**config.mk**
```make
export PLATFORM = sky130hd
export DESIGN_NAME = ocp_protect
export DESIGN_NICKNAME = d
export VERILOG_FILES = /design/src/rtl/ocp_sync.v /design/src/rtl/ocp_phase_warn.v /design/src/rtl/ocp_protect.v
export VERILOG_INCLUDE_DIRS = /design/src /design/src/rtl
export SDC_FILE = /design/constraint.sdc
export NUM_CORES = 1
export LEC_CHECK = 0
export BUFFER_PORTS_ARGS = -buffer_cell sky130_fd_sc_hd__buf_2
export CAP_MARGIN = 20
export CORE_MARGIN = 1.5
export CORE_UTILIZATION = 35
export CTS_BUF_LIST = sky130_fd_sc_hd__clkbuf_16
export CTS_CLUSTER_DIAMETER = 120
export CTS_CLUSTER_SIZE = 8
export DETAILED_ROUTE_END_ITERATION = 7
export HOLD_SLACK_MARGIN = 0.08
export PLACE_DENSITY = 0.59
export SYNTH_ARGS = -nofsm -noshare
export SYNTH_HDL_FRONTEND = slang
export SYNTH_SLANG_ARGS = --single-unit
```
**constraint.sdc**
```tcl
create_clock -name clk_in -period 3.9 [get_ports clk_in]
set_input_delay 0.195 -clock clk_in [delete_from_list [all_inputs] [get_ports clk_in]]
set_output_delay 0.195 -clock clk_in [all_outputs]
set_load 0.01 [all_outputs]
```
**src/rtl/ocp_defs.vh**
```
// Purpose: Constants of the overcurrent and over-temperature protection block
// Assumes: Included by every design file of the block except the synchroniser, and by the checker and the bench
// Notes: Command codes, field positions, reset values and timing counts
`ifndef OCP_DEFS_VH
`define OCP_DEFS_VH

// ==========================================================================
// Command codes
`define OCP_CMD_CLEAR 8'h03
`define OCP_CMD_PHASE 8'h04
`define OCP_CMD_OC_RESP 8'h47
`define OCP_CMD_OC_WARN 8'h4A
`define OCP_CMD_OT_LIMIT 8'h4F

// ==========================================================================
// Response register fields
`define OCP_MODE_HI 7
`define OCP_MODE_LO 6
`define OCP_RETRY_HI 5
`define OCP_RETRY_LO 3
`define OCP_DELAY_HI 2
`define OCP_DELAY_LO 0
`define OCP_MODE_IGNORE 2'h0
`define OCP_MODE_NOW 2'h3
`define OCP_RETRY_NONE 3'h0
`define OCP_RETRY_ALWAYS 3'h7

// ==========================================================================
// Linear-format fields and the highest phase number
`define OCP_MANT_HI 10
`define OCP_MANT_LO 0
`define OCP_PHASE_MAX 8'h03

// ==========================================================================
// Reset values
`define OCP_RST_RESP 8'h80
`define OCP_RST_PHASE 2'h0
`define OCP_RST_WARN 16'hF0A0
`define OCP_RST_OT 16'h007D

// ==========================================================================
// Hardware grid of the warning threshold, in 0.25 A units, and the over-temperature off code
`define OCP_HW_MIN 11'h020
`define OCP_HW_MAX 11'h0F8
`define OCP_HW_STEP_MASK 11'h7F8
`define OCP_OT_OFF 11'h0FF

// ==========================================================================
// Timing
`define OCP_DLY_SHORT 3'h1
`define OCP_DLY_MID 3'h3
`define OCP_DLY_LONG 3'h7
`define OCP_CLK_MHZ 25
`define OCP_SOFT_START_US 1000

`endif

```
**src/rtl/ocp_sync.v**
```verilog
// Purpose: Three-stage synchroniser for one pin input
// Assumes: Input is asynchronous to clk_in
// Notes: Output changes only when stages two and three agree
`timescale 1ns/100ps
module ocp_sync (
  input wire clk_in,
  input wire rst_n_in,
  input wire ce_in,
  input wire async_in,
  output reg level_out
);
  reg s1_q;
  reg s2_q;
  reg s3_q;

  always @(posedge clk_in) begin
    if (!rst_n_in) begin
      s1_q <= 1'b0;
      s2_q <= 1'b0;
      s3_q <= 1'b0;
      level_out <= 1'b0;
    end else if (ce_in) begin
      s1_q <= async_in;
      s2_q <= s1_q;
      s3_q <= s2_q;
      if (s2_q == s3_q) begin
        level_out <= s3_q;
      end
    end
  end
endmodule // ocp_sync

```
**src/rtl/ocp_phase_warn.v**
```verilog
// Purpose: One phase's overcurrent warning threshold and comparator
// Assumes: Write strobe is already qualified by the phase selection
// Notes: Threshold applied in hardware is clamped and quantised
`timescale 1ns/100ps
`include "ocp_defs.vh"
module ocp_phase_warn (
  input wire clk_in,
  input wire rst_n_in,
  input wire ce_in,
  input wire wr_in,
  input wire [15:0] wdata_in,
  input wire [15:0] iout_in,
  input wire iout_valid_in,
  output wire [15:0] thr_out,
  output reg warn_out
);
  reg [15:0] thr_q;
  reg [10:0] applied;
  wire [10:0] prog_mant;

  assign thr_out = thr_q;
  assign prog_mant = thr_q[`OCP_MANT_HI:`OCP_MANT_LO];

  // Clamp to the hardware range, then snap down to the 2 A grid
  always @* begin
    if (prog_mant < `OCP_HW_MIN) begin
      applied = `OCP_HW_MIN;
    end else if (prog_mant > `OCP_HW_MAX) begin
      applied = `OCP_HW_MAX;
    end else begin
      applied = prog_mant & `OCP_HW_STEP_MASK;
    end
  end

  always @(posedge clk_in) begin
    if (!rst_n_in) begin
      thr_q <= `OCP_RST_WARN;
      warn_out <= 1'b0;
    end else if (ce_in) begin
      if (wr_in) begin
        thr_q <= wdata_in;
      end
      if (iout_valid_in) begin
        warn_out <= (iout_in[`OCP_MANT_HI:`OCP_MANT_LO] >= applied);
      end
    end
  end
endmodule // ocp_phase_warn

```
**src/rtl/ocp_protect.v**
```verilog
// Purpose: Overcurrent and over-temperature protection settings and response
// Assumes: Measurements arrive on clk_in; comparator and switching clock are pins
// Notes: Registers are reached through the command port by command code
//
// Behaviour
// Retry codes 4, 5 and 6 allow that many restarts, then latch off until reset.
// Retry code 7 retries without limit until commanded off or another fault stops it.
// Delay codes 0-1 give 1, 2-4 give 3 and 5-7 give 7 switching-clock periods of delay.
// The restart wait is one soft-start time for codes 0-1, else code times soft-start.
// A phase warns when its measured current reaches its warning threshold.
// Each phase keeps and reports its own warning independently.
// The host selects phase 0 to 3 first, and only that phase's threshold is written.
// The warning threshold is a 16-bit linear value with 0.25 A resolution.
// The applied threshold is clamped to 8-62 A and quantised to 2 A steps.
// The over-temperature limit is linear in degrees and faults when exceeded.
// A limit of 255 degrees turns off the programmable over-temperature check.
// Every response mode pulls the alert line low and sets the fault flag.
// Retry code 0 makes no restart and holds the output off until faults are cleared.
// Each failed restart is counted and followed by the wait; exhaustion latches off.
`timescale 1ns/100ps
`include "ocp_defs.vh"
module ocp_protect #(
  parameter SOFT_START_CYC = `OCP_SOFT_START_US * `OCP_CLK_MHZ
) (
  input wire clk_in,
  input wire rst_n_in,
  input wire ce_in,
  input wire cmd_valid_in,
  input wire cmd_write_in,
  input wire [7:0] cmd_code_in,
  input wire [15:0] cmd_wdata_in,
  output reg [15:0] cmd_rdata_out,
  output reg cmd_ack_out,
  output reg cmd_nak_out,
  input wire pwm_clk_in,
  input wire oc_comp_in,
  input wire output_on_cmd_in,
  input wire other_fault_in,
  input wire [63:0] iout_meas_in,
  input wire iout_valid_in,
  input wire [15:0] temp_meas_in,
  input wire temp_valid_in,
  output reg output_enable_out,
  output reg alert_n_out,
  output reg oc_fault_out,
  output reg ot_fault_out,
  output wire [3:0] oc_warn_out,
  output reg [2:0] retry_count_out,
  output reg latched_off_out
);

  // ========================================================================
  // States
  localparam [2:0] ST_OFF = 3'h0;
  localparam [2:0] ST_RUN = 3'h1;
  localparam [2:0] ST_DELAY = 3'h2;
  localparam [2:0] ST_WAIT = 3'h3;
  localparam [2:0] ST_SOFT = 3'h4;
  localparam [2:0] ST_LATCH = 3'h5;

  // ========================================================================
  // Declarations
  reg [7:0] resp_q;
  reg [1:0] phase_q;
  reg [15:0] ot_limit_q;
  reg [2:0] state_q;
  reg [2:0] state_d;
  reg [2:0] dly_cnt_q;
  reg [2:0] dly_cnt_d;
  reg [31:0] ss_cnt_q;
  reg [31:0] ss_cnt_d;
  reg [2:0] mult_cnt_q;
  reg [2:0] mult_cnt_d;
  reg [2:0] tries_q;
  reg [2:0] tries_d;
  reg clr_ok_q;
  reg clr_ok_d;
  reg pwm_prev_q;
  reg [2:0] dly_len;
  reg [2:0] wait_mult;
  reg cmd_known;
  reg [15:0] rd_mux;
  wire pwm_lvl;
  wire oc_lvl;
  wire pwm_rise;
  wire [1:0] mode;
  wire [2:0] retry;
  wire [2:0] dcode;
  wire wr_en;
  wire clr_evt;
  wire ot_hit;
  wire [63:0] thr_all;
  wire [15:0] sel_thr;
  wire shut_retry;

  // ========================================================================
  // Pin synchronisers
  ocp_sync u_sync_pwm (
    .clk_in(clk_in),
    .rst_n_in(rst_n_in),
    .ce_in(ce_in),
    .async_in(pwm_clk_in),
    .level_out(pwm_lvl)
  );

  ocp_sync u_sync_oc (
    .clk_in(clk_in),
    .rst_n_in(rst_n_in),
    .ce_in(ce_in),
    .async_in(oc_comp_in),
    .level_out(oc_lvl)
  );

  assign pwm_rise = pwm_lvl & ~pwm_prev_q;

  // ========================================================================
  // Per-phase warning thresholds
  genvar gi;
  generate
    for (gi = 0; gi < 4; gi = gi + 1) begin : g_phase
      ocp_phase_warn u_warn (
        .clk_in(clk_in),
        .rst_n_in(rst_n_in),
        .ce_in(ce_in),
        .wr_in(wr_en && (cmd_code_in == `OCP_CMD_OC_WARN) && (phase_q == gi)),
        .wdata_in(cmd_wdata_in),
        .iout_in(iout_meas_in[gi*16 +: 16]),
        .iout_valid_in(iout_valid_in),
        .thr_out(thr_all[gi*16 +: 16]),
        .warn_out(oc_warn_out[gi])
      );
    end
  endgenerate

  assign sel_thr = thr_all[phase_q*16 +: 16];

  // ========================================================================
  // Command port
  assign wr_en = cmd_valid_in & cmd_write_in & cmd_known;
  assign clr_evt = wr_en && (cmd_code_in == `OCP_CMD_CLEAR);

  always @* begin
    cmd_known = 1'b1;
    rd_mux = 16'h0000;
    case (cmd_code_in)
      `OCP_CMD_CLEAR: rd_mux = 16'h0000;
      `OCP_CMD_PHASE: rd_mux = {14'h0000, phase_q};
      `OCP_CMD_OC_RESP: rd_mux = {8'h00, resp_q};
      `OCP_CMD_OC_WARN: rd_mux = sel_thr;
      `OCP_CMD_OT_LIMIT: rd_mux = ot_limit_q;
      default: cmd_known = 1'b0;
    endcase
    if (cmd_write_in && (cmd_code_in == `OCP_CMD_PHASE) &&
        (cmd_wdata_in[7:0] > `OCP_PHASE_MAX)) begin
      cmd_known = 1'b0;
    end
  end

  always @(posedge clk_in) begin
    if (!rst_n_in) begin
      resp_q <= `OCP_RST_RESP;
      phase_q <= `OCP_RST_PHASE;
      ot_limit_q <= `OCP_RST_OT;
      cmd_rdata_out <= 16'h0000;
      cmd_ack_out <= 1'b0;
      cmd_nak_out <= 1'b0;
    end else if (ce_in) begin
      cmd_ack_out <= cmd_valid_in & cmd_known;
      cmd_nak_out <= cmd_valid_in & ~cmd_known;
      if (cmd_valid_in && !cmd_write_in && cmd_known) begin
        cmd_rdata_out <= rd_mux;
      end
      if (wr_en) begin
        case (cmd_code_in)
          `OCP_CMD_PHASE: phase_q <= cmd_wdata_in[1:0];
          `OCP_CMD_OC_RESP: resp_q <= cmd_wdata_in[7:0];
          `OCP_CMD_OT_LIMIT: ot_limit_q <= cmd_wdata_in;
          default: resp_q <= resp_q;
        endcase
      end
    end
  end

  // ========================================================================
  // Over-temperature check
  assign ot_hit = temp_valid_in &&
                  (ot_limit_q[`OCP_MANT_HI:`OCP_MANT_LO] != `OCP_OT_OFF) &&
                  ($signed(temp_meas_in[`OCP_MANT_HI:`OCP_MANT_LO]) >
                   $signed(ot_limit_q[`OCP_MANT_HI:`OCP_MANT_LO]));

  // ========================================================================
  // Response decode
  assign mode = resp_q[`OCP_MODE_HI:`OCP_MODE_LO];
  assign retry = resp_q[`OCP_RETRY_HI:`OCP_RETRY_LO];
  assign dcode = resp_q[`OCP_DELAY_HI:`OCP_DELAY_LO];

  always @* begin
    if (dcode < 3'h2) begin
      dly_len = `OCP_DLY_SHORT;
      wait_mult = 3'h1;
    end else if (dcode < 3'h5) begin
      dly_len = `OCP_DLY_MID;
      wait_mult = dcode;
    end else begin
      dly_len = `OCP_DLY_LONG;
      wait_mult = dcode;
    end
  end

  // Another restart is allowed when retries remain or retry is unlimited
  assign shut_retry = (retry == `OCP_RETRY_ALWAYS) || (tries_q < retry);

  // ========================================================================
  // Fault response state machine
  always @* begin
    state_d = state_q;
    dly_cnt_d = dly_cnt_q;
    ss_cnt_d = ss_cnt_q;
    mult_cnt_d = mult_cnt_q;
    tries_d = tries_q;
    clr_ok_d = clr_ok_q;
    case (state_q)
      ST_OFF: begin
        tries_d = 3'h0;
        if (output_on_cmd_in && !other_fault_in) begin
          state_d = ST_RUN;
        end
      end
      ST_RUN: begin
        if (oc_lvl && mode != `OCP_MODE_IGNORE) begin
          dly_cnt_d = 3'h0;
          state_d = (mode == `OCP_MODE_NOW) ? ST_WAIT : ST_DELAY;
        end
      end
      ST_DELAY: begin
        if (pwm_rise) begin
          dly_cnt_d = dly_cnt_q + 3'h1;
          if (dly_cnt_q + 3'h1 >= dly_len) begin
            state_d = ST_WAIT;
          end
        end
      end
      ST_WAIT: begin
        if (ss_cnt_q + 32'h0000_0001 >= SOFT_START_CYC) begin
          ss_cnt_d = 32'h0000_0000;
          mult_cnt_d = mult_cnt_q + 3'h1;
          if (mult_cnt_q + 3'h1 >= wait_mult) begin
            mult_cnt_d = 3'h0;
            state_d = ST_SOFT;
            tries_d = tries_q + 3'h1;
          end
        end else begin
          ss_cnt_d = ss_cnt_q + 32'h0000_0001;
        end
      end
      ST_SOFT: begin
        if (oc_lvl) begin
          ss_cnt_d = 32'h0000_0000;
          state_d = ST_WAIT;
        end else if (ss_cnt_q + 32'h0000_0001 >= SOFT_START_CYC) begin
          ss_cnt_d = 32'h0000_0000;
          tries_d = 3'h0;
          state_d = ST_RUN;
        end else begin
          ss_cnt_d = ss_cnt_q + 32'h0000_0001;
        end
      end
      ST_LATCH: begin
        if (clr_ok_q && clr_evt) begin
          state_d = ST_OFF;
        end
      end
      default: state_d = ST_OFF;
    endcase
    // Entering the wait decides between another restart and latching off
    if (state_d == ST_WAIT && state_q != ST_WAIT) begin
      ss_cnt_d = 32'h0000_0000;
      mult_cnt_d = 3'h0;
      if (retry == `OCP_RETRY_NONE) begin
        state_d = ST_LATCH;
        clr_ok_d = 1'b1;
      end else if (!shut_retry) begin
        state_d = ST_LATCH;
        clr_ok_d = 1'b0;
      end
    end
    // Commanded off or another fault ends any restart sequence
    if (state_q != ST_LATCH && (!output_on_cmd_in || other_fault_in)) begin
      state_d = ST_OFF;
    end
  end

  always @(posedge clk_in) begin
    if (!rst_n_in) begin
      state_q <= ST_OFF;
      dly_cnt_q <= 3'h0;
      ss_cnt_q <= 32'h0000_0000;
      mult_cnt_q <= 3'h0;
      tries_q <= 3'h0;
      clr_ok_q <= 1'b0;
      pwm_prev_q <= 1'b0;
      output_enable_out <= 1'b0;
      latched_off_out <= 1'b0;
      retry_count_out <= 3'h0;
    end else if (ce_in) begin
      state_q <= state_d;
      dly_cnt_q <= dly_cnt_d;
      ss_cnt_q <= ss_cnt_d;
      mult_cnt_q <= mult_cnt_d;
      tries_q <= tries_d;
      clr_ok_q <= clr_ok_d;
      pwm_prev_q <= pwm_lvl;
      output_enable_out <= (state_d == ST_RUN) || (state_d == ST_DELAY) ||
                           (state_d == ST_SOFT);
      latched_off_out <= (state_d == ST_LATCH);
      retry_count_out <= tries_d;
    end
  end

  // ========================================================================
  // Sticky fault flags and alert line; a new event wins over a clear
  always @(posedge clk_in) begin
    if (!rst_n_in) begin
      oc_fault_out <= 1'b0;
      ot_fault_out <= 1'b0;
      alert_n_out <= 1'b1;
    end else if (ce_in) begin
      oc_fault_out <= oc_lvl | (oc_fault_out & ~clr_evt);
      ot_fault_out <= ot_hit | (ot_fault_out & ~clr_evt);
      alert_n_out <= ~(oc_lvl | ot_hit | ((oc_fault_out | ot_fault_out) & ~clr_evt));
    end
  end

endmodule // ocp_protect

```
==> flow_summary.ini <==
[final_layout]
drive_gt1_frac = 0.170
area_growth_pct = 17.9
fin_util = 0.419
fin_nets = 1411

[synth]
synth_edf_count = 0
yosysSeqAreaShare = 0.372
synth_warnings = 0
synthArstFlopShare = 0
syn_inst = 1124
syn_area_per_cell_um2 = 8.19
dominantRegCellSynth = dfxtp_1
ys_types = 65
synth_top_area_share = 0.372
ys_ff_latch = 171
synth_top_area_cell = dfxtp_1
synth_area_mm2 = 0.00921
synth.area.top_cells = dfxtp_1 (37%), nand2_1 (8.2%), ha_1 (7.3%)

[critical_path]
path_cells = ha_1 > nand3_4 > or4_4 > mux2i_1 > a41oi_1 > nor4_4 > nand3_4 > mux2i_1 > o31a_1 > or3b_1 > a31oi_1
worstSetupEndpointType = flip-flop
worstReg2RegEnd = output_enable_out
worst-endpoint-arrival_ns = 3.70
cp-endpoint = output_enable_out
slowest_delay_ns = 0.58
crit_required_ns = 4.26
cp_num_buf_inv = 0
regToRegSetupSlack_ns = 0.56
timing_worst_setup_path_type = flip-flop to flip-flop
crit_start = ss_cnt_q[0]
cp_slowest_cell = or4_4
rr_startpoint = ss_cnt_q[0]
worstSetupPathDepth = 11
r2r_cells = 11
critPathTopFamily = simple AND/OR/NAND/NOR gates
critPathLaunchType = flip-flop
critPathMaxFanout = 8

[detailed_routing]
viasPerCell = 5.27
routedWlPerCell_um = 16.2
vias = 8391
ant_nets = 0
route.detailed.drc = 0
routed_wl_um = 25800
first_pass_iters = 6
drt_iter0_markers = 571

[die]
dieHeight_um = 165
fp-row-count = 59
die-area_mm2 = 0.0273
chipWidth_um = 165
floorplan.initialDensity = 0.355
io-pin-count = 145
core_area_mm2 = 0.0259

[sta]
slew_violations = 0
fin_crit_sh = 0.856
finalSetupViolCount = 0
worst_pin_slew_ns = 0.945
relSlewSlack = 0.369
finalHoldViolations = 0
setup_tns_ns = 0
worst_slack_ns = 0.563
fin_skew_ns = 0.0122
fmax_ghz = 0.300
period_needed_ns = 3.34
rsz0062_at_grt = false

[place]
place_congestion = 0.846
place_hpwl_um = 18700
dp_slack_ns = 0.564
port_buffers = 119

[grt]
grt_pass1_vias = 7719
grt_usage = 0.193
antenna_found_initial = 1
grt_max_degree = 62
grt_pass1_wl_um = 41100
overflow = 0

[clock_tree]
clkLatencyLatePin_ns = 0.43
tritoncts = yes
cts_resized = 0
cts_sinks = 171
post_cts_buffers = 0
clockBufferDepth = 2
numCtsBuffers = 17
cts.clk_slew.worst_paths_ns = 0.07
h-tree-depth = 4
root_buffer = clkbuf_16

[hold_path]
min_path_type = primary input to flip-flop

[pwr]
cellLeakagePower_uw = 0.00452
p_per_area_mw_per_mm2 = 330
power_uw = 3580
peakVddDrop_v = 0.000264

[outcome]
status = finished clean

[job]
max-cap-violations = 0
[synth_stat cells, drive strengths merged (20+ instances only)]
cell type,number
a21o,38
a21oi,106
and3,20
clkbuf,51
dfxtp,171
ha,54
inv,35
mux2i,25
nand2,201
nand3,46
nor2,86
nor3,29
o21ai,32
[where the power goes]
| group | switching [uW] | internal (uW) | total, uW |
|---|---|---|---|
| combinational | 125 | 92.8 | 218 |
| clock | 724 | 879 | 1600 |
| sequential | 5.03 | 1750 | 1760 |
| total | 855 | 2730 | 3580 |
[metrics by stage]
| stage | hold WS, ns | instance area, um2 | std cells |
|---|---|---|---|
| after floorplan | 0.319 | 9250 | 1135 |
| after CTS | 0.0806 | 10900 | 1590 |
| final | 0.0957 | 10900 | 1591 |
| after global placement | 0.429 | 10200 | 1548 |
| after detailed placement | 0.439 | 10200 | 1548 |
| after global routing | 0.108 | 10900 | 1591 |
[per-layer routing]
| layer | global-route usage | vias to the layer above | wire (um) |
|---|---|---|---|
| met5 | 0 | - | 0 |
| met4 | 0.0504 | 0 | 280 |
| met3 | 0.0452 | 20 | 1630 |
| met2 | 0.303 | 221 | 11500 |
| met1 | 0.264 | 3915 | 12400 |
| li1 | - | 4235 | - |
[worst min path at each step]
stage	startpoint	endpoint	slack [ns]	depth (start not counted)
after global routing	cmd_wdata_in[0]	g_phase[3].u_warn.thr_out[0]	0.11	3
after CTS	cmd_wdata_in[8]	g_phase[0].u_warn.thr_out[8]	0.08	3
final	cmd_wdata_in[8]	g_phase[0].u_warn.thr_out[8]	0.1	3
after global placement	pwm_clk_in	u_sync_pwm.s1_q	0.43	3
after detailed placement	pwm_clk_in	u_sync_pwm.s1_q	0.44	3
after floorplan	cmd_wdata_in[0]	ot_limit_q[0]	0.32	2
[cell type report]
cell class	count	area (um2)
fill	2554	15100
antenna	1	2.50
clock buffer	17	425
multi-input combinational	862	5420
timing repair buffer	155	903
sequential	171	3420
inverter	35	133
clock inverter	15	126
tap	335	419
[registers in the layout, summed over array words and instances, names as in the netlist, 2 cells and up]
register	flops
tries_q	3
dly_cnt_q	3
resp_q	8
mult_cnt_q	3
state_q	3
phase_q	2
ot_limit_q	16
g_phase.u_warn.warn_out	4
g_phase.u_warn.thr_out	64
cmd_rdata_out	16
ss_cnt_q	32
[cells by family (layout without fill, tap and decap cells)]
kind of cell               after synthesis  after routing  synth area share
and+or+nand+nor                        479            479             0.250
AOI/OAI and AO/OA                      267            267             0.184
muxes                                   43             43            0.0688
adders and majority gates               54             54            0.0734
buffers and inverters                  102            222            0.0444
DFF                                    171            171             0.372
xor gates and xnor gates                 7              7           0.00666
other                                    1             13          0.000407
[worst min-delay path: stages]
cell	delay, ns
buf_2	0.16
nand2_1	0.07
a21oi_1	0.06
[placed cells by master, fill, tap and decap left out, types with 4 or more instances in the layout]
cell,Yosys,layout
clkinv_2,0,4
a21o_1,38,38
or2_2,7,7
conb_1,1,12
nor4_1,5,5
mux2i_1,25,25
a31oi_1,6,6
nand2b_1,9,9
xnor2_1,4,4
clkbuf_16,0,17
and2_1,10,10
and3_1,20,20
o211ai_1,8,8
nor2_1,85,85
a311oi_1,8,8
dlygate4sd3_1,0,10
nor3_1,28,26
nor2b_1,12,12
nand3_1,44,44
ha_1,54,54
a211oi_1,16,16
nor4b_1,5,5
buf_4,4,25
buf_2,7,119
mux4_2,16,16
a22oi_1,17,17
inv_1,35,36
or4_1,5,5
nand2_1,200,200
dfxtp_1,171,171
o41ai_1,5,5
or3_1,17,17
a21oi_1,106,106
o21ai_0,32,31
o21a_1,8,8
nand4_1,11,11
[timing repair]
action,CTS,global route
hold endpoints to repair,37,0
hold buffers,10,0
endpoints found under the setup margin,0,0
Note: power is estimated with default switching activity, not from simulation.
